## src/hw/pcl_pkg.sv

```systemverilog
// Functional notes
// - program counter fifteen bits, low byte readable/writable
// - upper bits written by software only via high latch
// - any reset clears whole program counter
// - low byte destination copies latch upward
// - low byte write changes all bits together
// - computed add sums into low byte only, upper bits loaded from latch
// - direct call: operand low, latch bits six-three
// - working-register call: low from working, upper latch
// - copies keep contents across external pin reset
// - unimplemented addresses read as zero
// - sixteen entry fifteen bit return stack
// - stack pointer field five bits wide
// - push increments first, pop decrements after
// - stack top registers access selected entry
package pcl_pkg;
  localparam logic [12:0] ADDR_STATUS_COPY = 13'h1fe4;
  localparam logic [12:0] ADDR_WORKING_COPY = 13'h1fe5;
  localparam logic [12:0] ADDR_BANK_COPY = 13'h1fe6;
  localparam logic [12:0] ADDR_LATCH_COPY = 13'h1fe7;
  localparam logic [12:0] ADDR_PTR0L_COPY = 13'h1fe8;
  localparam logic [12:0] ADDR_PTR0H_COPY = 13'h1fe9;
  localparam logic [12:0] ADDR_PTR1L_COPY = 13'h1fea;
  localparam logic [12:0] ADDR_PTR1H_COPY = 13'h1feb;
  localparam logic [12:0] ADDR_STACK_PTR = 13'h1fed;
  localparam logic [12:0] ADDR_STACK_TOP_LOW = 13'h1fee;
  localparam logic [12:0] ADDR_STACK_TOP_HIGH = 13'h1fef;
  // own choices: program counter window and latch
  localparam logic [12:0] ADDR_PC_LOW = 13'h0002;
  localparam logic [12:0] ADDR_PC_LATCH = 13'h000a;
  localparam logic [4:0] STACK_PTR_RESET = 5'h1c;
  localparam logic [14:0] PC_RESET = 15'h0000;
  localparam logic [14:0] PC_IRQ_VECTOR = 15'h0004;
  localparam int STACK_DEPTH = 16;

  // program counter operation codes from the core sequencer
  typedef enum logic [2:0]
  {
    PC_OP_STEP   = 3'b000,
    PC_OP_CALL   = 3'b001,
    PC_OP_CALL_VIA_WORKING_REG  = 3'b010,
    PC_OP_RETURN = 3'b011,
    PC_OP_IRQ    = 3'b100,
    PC_OP_ADDLOW = 3'b101,
    PC_OP_HOLD   = 3'b110
  } pcl_op_e;

  typedef struct packed
  {
    logic [7:0] status;
    logic [7:0] working;
    logic [7:0] bank;
    logic [7:0] ptr0_low;
    logic [7:0] ptr0_high;
    logic [7:0] ptr1_low;
    logic [7:0] ptr1_high;
  } pcl_ctx_s;
endpackage

```

## src/hw/pcl_unit.sv

```systemverilog
`timescale 1ns/100ps
module pcl_unit
  import pcl_pkg::*;
(
  input  wire logic        clk_sys,
  input  wire logic        rst_b,
  input  wire logic        ext_pin_reset_b,
  input  wire logic        op_valid,
  input  wire pcl_op_e     op_code,
  input  wire logic [10:0] call_operand,
  input  wire logic [7:0]  add_value,
  input  wire pcl_ctx_s    core_ctx,
  input  wire logic [12:0] reg_addr,
  input  wire logic [7:0]  reg_wdata,
  input  wire logic        reg_wr,
  input  wire logic        reg_rd,
  output logic [7:0]       reg_rdata,
  output logic [14:0]      program_counter
);

  logic [14:0] pc_r;
  logic [6:0]  pc_high_latch_r;
  logic [4:0]  stack_ptr_r;
  logic [14:0] stack_mem [STACK_DEPTH];
  pcl_ctx_s    ctx_copy_r;
  logic [6:0]  latch_copy_r;
  logic [7:0]  rdata_r;
  logic        push;
  logic        pop;
  logic        wr_low;
  logic [4:0]  ptr_up;
  logic [3:0]  top_idx;
  logic [14:0] top_val;
  logic [14:0] pc_nxt;
  logic        pin_s1_r;
  logic        pin_s2_r;

  // stack ops are ignored while the pin reset holds the counter at zero
  assign push    = op_valid && pin_s2_r && (op_code == PC_OP_CALL ||
                   op_code == PC_OP_CALL_VIA_WORKING_REG || op_code == PC_OP_IRQ);
  assign pop     = op_valid && pin_s2_r && op_code == PC_OP_RETURN;
  assign wr_low  = reg_wr && reg_addr == ADDR_PC_LOW;
  assign ptr_up  = 5'(stack_ptr_r + 5'h01);
  assign top_idx = stack_ptr_r[3:0];
  assign top_val = stack_mem[top_idx];

  // program counter next value; register write wins over sequencer
  always_comb
  begin
    pc_nxt = pc_r;
    if (wr_low)
      pc_nxt = {pc_high_latch_r, reg_wdata};
    else if (op_valid)
    begin
      case (op_code)
        PC_OP_STEP:   pc_nxt = 15'(pc_r + 15'h0001);
        PC_OP_CALL:   pc_nxt = {pc_high_latch_r[6:3], call_operand};
        PC_OP_CALL_VIA_WORKING_REG:  pc_nxt = {pc_high_latch_r, add_value};
        PC_OP_RETURN: pc_nxt = top_val;
        PC_OP_IRQ:    pc_nxt = PC_IRQ_VECTOR;
        // carry out of the low byte is dropped on purpose
        PC_OP_ADDLOW: pc_nxt = {pc_high_latch_r,
                                8'(pc_r[7:0] + add_value)};
        default:      pc_nxt = pc_r;
      endcase
    end
  end

  // program counter cleared by every reset source
  always_ff @(posedge clk_sys or negedge rst_b)
  begin
    if (!rst_b)
      pc_r <= PC_RESET;
    else if (!pin_s2_r)
      pc_r <= PC_RESET;
    else
      pc_r <= pc_nxt;
  end

  // external pin synchroniser
  always_ff @(posedge clk_sys or negedge rst_b)
  begin
    if (!rst_b)
    begin
      pin_s1_r <= 1'b0;
      pin_s2_r <= 1'b0;
    end
    else
    begin
      pin_s1_r <= ext_pin_reset_b;
      pin_s2_r <= pin_s1_r;
    end
  end

  // high latch, only register-write path to upper bits
  always_ff @(posedge clk_sys or negedge rst_b)
  begin
    if (!rst_b)
      pc_high_latch_r <= 7'h00;
    else if (reg_wr && reg_addr == ADDR_PC_LATCH)
      pc_high_latch_r <= reg_wdata[6:0];
  end

  // stack pointer, five bits so wrap is detectable
  always_ff @(posedge clk_sys or negedge rst_b)
  begin
    if (!rst_b)
      stack_ptr_r <= STACK_PTR_RESET;
    else if (reg_wr && reg_addr == ADDR_STACK_PTR)
      stack_ptr_r <= reg_wdata[4:0];
    else if (push)
      stack_ptr_r <= ptr_up;
    else if (pop)
      stack_ptr_r <= 5'(stack_ptr_r - 5'h01);
  end

  // stack array has no reset; survives pin reset
  always_ff @(posedge clk_sys)
  begin
    if (push)
      stack_mem[ptr_up[3:0]] <= (op_code == PC_OP_IRQ) ? pc_r
                                : 15'(pc_r + 15'h0001);
    else if (reg_wr && reg_addr == ADDR_STACK_TOP_LOW)
      stack_mem[top_idx] <= {top_val[14:8], reg_wdata};
    else if (reg_wr && reg_addr == ADDR_STACK_TOP_HIGH)
      stack_mem[top_idx] <= {reg_wdata[6:0], top_val[7:0]};
  end

  // context copies: no reset, so pin reset leaves them intact
  always_ff @(posedge clk_sys)
  begin
    if (op_valid && op_code == PC_OP_IRQ)
    begin
      ctx_copy_r   <= core_ctx;
      latch_copy_r <= pc_high_latch_r;
    end
    else if (reg_wr)
    begin
      case (reg_addr)
        ADDR_STATUS_COPY:  ctx_copy_r.status <= {5'h00, reg_wdata[2:0]};
        ADDR_WORKING_COPY: ctx_copy_r.working <= reg_wdata;
        ADDR_BANK_COPY:    ctx_copy_r.bank <= {3'h0, reg_wdata[4:0]};
        ADDR_LATCH_COPY:   latch_copy_r <= reg_wdata[6:0];
        ADDR_PTR0L_COPY:   ctx_copy_r.ptr0_low <= reg_wdata;
        ADDR_PTR0H_COPY:   ctx_copy_r.ptr0_high <= reg_wdata;
        ADDR_PTR1L_COPY:   ctx_copy_r.ptr1_low <= reg_wdata;
        ADDR_PTR1H_COPY:   ctx_copy_r.ptr1_high <= reg_wdata;
        default:           ctx_copy_r <= ctx_copy_r;
      endcase
    end
  end

  // read data one cycle after strobe, zero elsewhere
  always_ff @(posedge clk_sys or negedge rst_b)
  begin
    if (!rst_b)
      rdata_r <= 8'h00;
    else if (reg_rd)
    begin
      case (reg_addr)
        ADDR_PC_LOW:         rdata_r <= pc_r[7:0];
        ADDR_PC_LATCH:       rdata_r <= {1'b0, pc_high_latch_r};
        ADDR_STATUS_COPY:    rdata_r <= {5'h00, ctx_copy_r.status[2:0]};
        ADDR_WORKING_COPY:   rdata_r <= ctx_copy_r.working;
        ADDR_BANK_COPY:      rdata_r <= {3'h0, ctx_copy_r.bank[4:0]};
        ADDR_LATCH_COPY:     rdata_r <= {1'b0, latch_copy_r};
        ADDR_PTR0L_COPY:     rdata_r <= ctx_copy_r.ptr0_low;
        ADDR_PTR0H_COPY:     rdata_r <= ctx_copy_r.ptr0_high;
        ADDR_PTR1L_COPY:     rdata_r <= ctx_copy_r.ptr1_low;
        ADDR_PTR1H_COPY:     rdata_r <= ctx_copy_r.ptr1_high;
        ADDR_STACK_PTR:      rdata_r <= {3'h0, stack_ptr_r};
        ADDR_STACK_TOP_LOW:  rdata_r <= top_val[7:0];
        ADDR_STACK_TOP_HIGH: rdata_r <= {1'b0, top_val[14:8]};
        default:             rdata_r <= 8'h00;
      endcase
    end
    else
      rdata_r <= 8'h00;
  end

  assign reg_rdata       = rdata_r;
  assign program_counter = pc_r;
endmodule // pcl_unit

```

## config.mk

```make
export PLATFORM = sky130hd
export DESIGN_NAME = pcl_unit
export DESIGN_NICKNAME = d
export VERILOG_FILES = /design/src/hw/pcl_pkg.sv /design/src/hw/pcl_unit.sv
export SDC_FILE = /design/constraint.sdc
export NUM_CORES = 1
export LEC_CHECK = 0
export BUFFER_PORTS_ARGS = -buffer_cell sky130_fd_sc_hd__buf_2
export CORE_MARGIN = 4
export CORE_UTILIZATION = 42
export DETAILED_ROUTE_END_ITERATION = 8
export GPL_ROUTABILITY_DRIVEN = 0
export HOLD_SLACK_MARGIN = 0.02
export PLACE_DENSITY = 0.71
export SLEW_MARGIN = 20
export SYNTH_ARGS = -nofsm -noshare
export SYNTH_HDL_FRONTEND = slang
export SYNTH_SLANG_ARGS = --single-unit
```

## constraint.sdc

```tcl
create_clock -name clk_sys -period 3.49 [get_ports clk_sys]
set_clock_uncertainty 0.15 [all_clocks]
set_input_delay 0.8725 -clock clk_sys [delete_from_list [all_inputs] [get_ports clk_sys]]
set_output_delay 0.8725 -clock clk_sys [all_outputs]
set_load 0.05 [all_outputs]
```

# Word level (Yosys, flattened, before mapping)
# Memories as Yosys holds them, arrays and structs flattened.
# Index checks and enable logic that the tools add are counted.
# word_totals
regBits	92
latchBits	0
ramBits	240
in_bits	105
mem_bits_ro	0
n_memories	1
# memory_table
name	words	width	rd	rd_clocked_by_memory_dff	write_ports	line_no	text
stack_mem	16	15	1	0	1	pcl_unit.sv:24	logic [14:0] stack_mem [STACK_DEPTH];
# classes
muxes	35
eq_ne	20
addsub	4
multipliers	0
n_shift	0
order_cmp	0
bitwise	1
reduce_logical	32
div_mod_pow	0
# ops
op	count
$eq A13 B13 Y1 const B	11
$pmux W8 S13	1
$mux W51	2
$mux W15	6
$pmux W15 S6	1
$mux W8	7
$mux W7	3
$reduce_and A2 Y1	9
$reduce_bool A2 Y1	9
$add A15 B1 Y15 const B	1
$mux W5	3
$reduce_or A15 Y1	1
$eq A13 B2 Y1 const B	1
$eq A13 B4 Y1 const B	1
$mux W1	10
$logic_and A1 B1 Y1	9
$add A8 B8 Y8	1
$ne A8 B2 Y1 const B	1
$eq A3 B2 Y1 const B	2
$eq A3 B3 Y1 const B	2
$add A5 B1 Y5 const B	1
$sub A5 B1 Y5 const B	1
$mux W4	1
$eq A3 B1 Y1 const B	1
other kinds (6)	7

# Logic depth before layout (Yosys ltp)
# logic_depth
ltp_word	9
ltp_mapped	10
ltp_nobuf	8

# Worst setup path after synthesis
# Ideal clock, no wire load.
# synth_timing
path_type	input to register
start	input op_code[0]
end	memory stack_mem[2][0] (enable)
cell_stages	8
t_arrival_ns	2.958
path_slack_ns	-0.005
setup_ns	0.386
path_cell_list	clkbuf_1 > nor3b_2 > a21oi_1 > o2111ai_1 > clkbuf_1 > nand3_1 > o31a_1 > nor2_1
# synth_via
elab_chain_cells	9
elab_cells_between_ends	16
# synth_rtl
item	line_no	text
from (decl)	pcl_unit.sv:9	input wire pcl_op_e op_code,
$eq A3 B1 Y1 / $eq A3 B2 Y1 (equally long branches)	pcl_unit.sv:39, pcl_unit.sv:40	
$logic_or A1 B1 Y1	pcl_unit.sv:39	assign push = op_valid && pin_s2_r && (op_code == PC_OP_CALL ||
$logic_or A1 B1 Y1 (*)	pcl_unit.sv:40	op_code == PC_OP_CALL_VIA_WORKING_REG || op_code == PC_OP_IRQ);
$logic_and A1 B1 Y1 (*)	pcl_unit.sv:39	
$mux W1	pcl_unit.sv:120	if (push)
$mux W1, on equally long branches	pcl_unit.sv:124, pcl_unit.sv:126	
$or A1 B1 Y1 (no source line)	--	
$reduce_or A15 Y1 (no source line)	--	
$mux W4 (no source line) / $mux W1 (equally long branches)	--	
to (decl)	pcl_unit.sv:24	
# Every way passes the cells marked *; elsewhere a longest branch is shown, timed or not.

# Final worst setup path
# layout_timing
start	register stack_ptr_r[0]
end	memory stack_mem[8][14], data pin
# layout_via
elab_chain_cells	3
# layout_rtl
item	line_no	text
from (decl)	pcl_unit.sv:23	logic [4:0] stack_ptr_r;
from (signal assigned)	pcl_unit.sv:110	stack_ptr_r <= reg_wdata[4:0];
from (signal assigned)	pcl_unit.sv:112	stack_ptr_r <= ptr_up;
from (signal assigned)	pcl_unit.sv:114	stack_ptr_r <= 5'(stack_ptr_r - 5'h01);
$mem_v2 Z16 W15	--	
$mux W15 (no source line) (2 in a row)	--	
# No other way between the ends.

==> metrics.cfg <==
[cells_and_area]
final_common_cell = edfxtp_1
instances_no_fill = 1892
nets = 1484
synthToLayoutAreaGrowth_pct = 19.5
ff_latch_area_um2 = 9790
drive_gt1_frac = 0.287
antenna_cells = 0
fin_area_um2 = 18900
multiInputGateArea_um2 = 5670
nFillCells = 3042
layout_common_cells = edfxtp_1, nand2_1, buf_2

[min_path]
hold_path_class = flip-flop to flip-flop
hp-start = pin_s1_r
min_delay_worst_endpoint = pin_s2_r
hold_depth = 0

[worst_setup_path]
crit_slowest_cell = dfrtp_4
cp-end-kind = flip-flop
worstPathArrival_ns = 3.23
slowest_delay_ns = 0.64
reg2reg_setup_slack_ns = 0.35
r2r-start = stack_ptr_r[0]
ff2ff_path_depth = 9
critPathMaxFanout = 18
startpoint_type = flip-flop
crit_chain = buf_12 > buf_12 > mux4_2 > mux2i_1 > nand2_1 > o21ai_0 > a21o_1 > o21ai_0 > buf_4
worst-setup-path-type = flip-flop to flip-flop
cp-startpoint = stack_ptr_r[0]
r2r_end = stack_mem[8][14]
critical_path_required_ns = 3.59

[place]
dp_cells = 1835
numPortBuffers = 119
dp_hpwl_mm = 31.5
placed_cell_area_um2 = 17800
dpl_worst_slack_ns = -0.0414

[sta]
hold_violations = 0
setup_viol = 0
timing.slew.headroom = 0.353
hold_ws_ns = 0.196
tightestPinTransition_ns = 0.971
finalMaxSlewViolations = 0
period_needed_ns = 3.14
layout_setup_ws_ns = 0.354
finalCritPeriodShare = 0.898
fmax_mhz = 319
rsz0062_at_grt = no

[power]
power.share.sequential = 0.407
report.power.total_uw = 11700
ir_worst_vdd_mv = 0.408
p_int_uw = 8130
power_frac_comb = 0.283
p_clk_frac = 0.311
power.share.switching = 0.305
power_density_nw_per_um2 = 620
power_switching_uw = 3580
power_leakage_uw = 0.00686

[die]
die_h_um = 202
ios = 128
start_util = 0.429
die_w_um = 202
die_area_um2 = 40800
core_um2 = 36900
row_count = 70

[job]
drv_cap = 0

[logic_synthesis]
synthArstFlopShare = 0.111
syn_avg_cell_area_um2 = 13.6
synth.distinct_cells = 71
ys_seq_area_frac = 0.619
synthesis.nets = 1281
synth_warnings = 0
ys_ff_latch = 332
synthCells = 1165
synth_flop_cell = edfxtp_1
synthesis.area_um2 = 15800
synth_edf_count = 295

[drt]
wl_per_cell_um = 23.0
vias = 11300
ant_nets = 0
first_iter_violations = 1391
first_pass_iters = 7
drt_wl_total_mm = 43.6
via_per_inst = 5.98
drc = 0

[cts]
clkSinkCount = 332
clkTransAtPathRegs_ns = 0.06
cts_tree = yes
cts_buffers = 35
cts_hold_buf = 0
ctsLongestPathBuffers = 3
insertion_delay_ns = 0.53
clock-root-buffer = clkbuf_16
postCtsSetupRepairBufs = 0
ctsResizeCount = 0
htree_levels = 2

[grt]
track_usage = 0.207
grt_pass1_vias = 11400
grt_pass1_wl_mm = 66.6
grt_max_degree = 56
grt_antenna_before_repair = 0
grt.overflow.total = 0

[status]
status = complete, no violations

==> logic make-up after synthesis <==
logic type,after synthesis,synth area share
AO/OA/AOI/OAI,228,0.102
adder cells (fa/ha/maj),11,0.00918
multiplexers,122,0.128
flip-flops,332,0.619
buffers and inverters,86,0.0230
XOR/XNOR,32,0.0177
AND/OR/NAND/NOR,354,0.101
==> critical path, delay by kind of cell, from the launching register on <==
family	cells	cell delay [ns]
flip-flops	1	0.64
AO/OA/AOI/OAI	3	0.47
multiplexers	2	0.84
buffers and inverters	3	0.64
AND/OR/NAND/NOR	1	0.08
==> through the flow <==
| step | util | TNS (ns) |
|---|---|---|
| 2_1_floorplan | - | -0.0259 |
| 3_3_place_gp | 0.482 | 0 |
| 3_5_place_dp | 0.482 | -0.919 |
| 4_1_cts | 0.512 | 0 |
| 5_1_grt | 0.512 | 0 |
| 6_report | 0.512 | 0 |
==> sequential cells by signal, summed over array words and instances (netlist names) <==
register,cells
pc_high_latch_r,7
stack_mem,240
reg_rdata,8
program_counter,15
pin_s2_r,1
pin_s1_r,1
ctx_copy_r,48
latch_copy_r,7
stack_ptr_r,5
==> cell usage after synthesis, types with 5 or more instances <==
| library cell | number | share of area |
|---|---|---|
| nor2_1 | 69 | 0.016 |
| nand2_1 | 170 | 0.040 |
| mux2i_1 | 31 | 0.020 |
| xnor2_1 | 18 | 0.010 |
| clkbuf_1 | 47 | 0.011 |
| o31ai_1 | 6 | 0.0028 |
| and3_1 | 6 | 0.0024 |
| ha_1 | 10 | 0.0079 |
| a22o_1 | 5 | 0.0028 |
| a221oi_1 | 12 | 0.0066 |
| nor3_1 | 26 | 0.0082 |
| o221ai_1 | 7 | 0.0039 |
| nor2b_1 | 12 | 0.0047 |
| dfrtp_1 | 34 | 0.054 |
| a31oi_1 | 9 | 0.0036 |
| a211oi_1 | 8 | 0.0038 |
| xor2_1 | 14 | 0.0078 |
| a22oi_1 | 22 | 0.010 |
| o2111a_1 | 8 | 0.0057 |
| and2_1 | 5 | 0.0020 |
| a32oi_1 | 12 | 0.0066 |
| nand2b_1 | 7 | 0.0028 |
| nand3_1 | 23 | 0.0073 |
| buf_2 | 14 | 0.0044 |
| mux2_2 | 30 | 0.021 |
| mux4_2 | 61 | 0.087 |
| a21oi_1 | 33 | 0.010 |
| buf_1 | 9 | 0.0021 |
| edfxtp_1 | 295 | 0.56 |
| o21ai_0 | 45 | 0.014 |
| o22ai_1 | 18 | 0.0071 |
| inv_1 | 11 | 0.0026 |
| nand4_1 | 8 | 0.0032 |
| or3_1 | 8 | 0.0032 |
| o211ai_1 | 7 | 0.0033 |
==> worst max path at each step <==
| stage | to | cells past startpoint |
|---|---|---|
| after global routing | stack_mem[11][9] | 8 |
| after CTS | stack_mem[12][10] | 5 |
| after detailed placement | stack_mem[9][10] | 6 |
| final | stack_mem[8][14] | 9 |
| after floorplan | stack_mem[10][0] | 8 |
| after global placement | stack_mem[10][13] | 6 |
==> layout make-up <==
type	instances	share of cell area
clock buffers	43	0.0495
clock inverters	14	0.00967
inverters	11	0.00219
multi-input cells	747	0.300
flip-flops and latches	332	0.518
well taps	504	0.0334
repair buffers	241	0.0866
==> power groups by stage <==
stage | combinational (uW) | clock [uW] | sequential, uW
final | 3310 | 3640 | 4760
after CTS | 3260 | 3690 | 4760
after floorplan | 2140 | 0 | 4690
after global routing | 3500 | 3870 | 4780
after detailed placement | 3230 | 0 | 4840
after global placement | 3180 | 0 | 4840
==> routing by layer <==
layer / routed length, um / global-route usage / vias up
met5: 0 / 0 / -
met4: 1810 / 0.0806 / 0
met3: 4460 / 0.0472 / 144
met2: 19500 / 0.316 / 652
met1: 17900 / 0.292 / 5546
li1: - / - / 4965
Power figures use the tool's default switching activity.
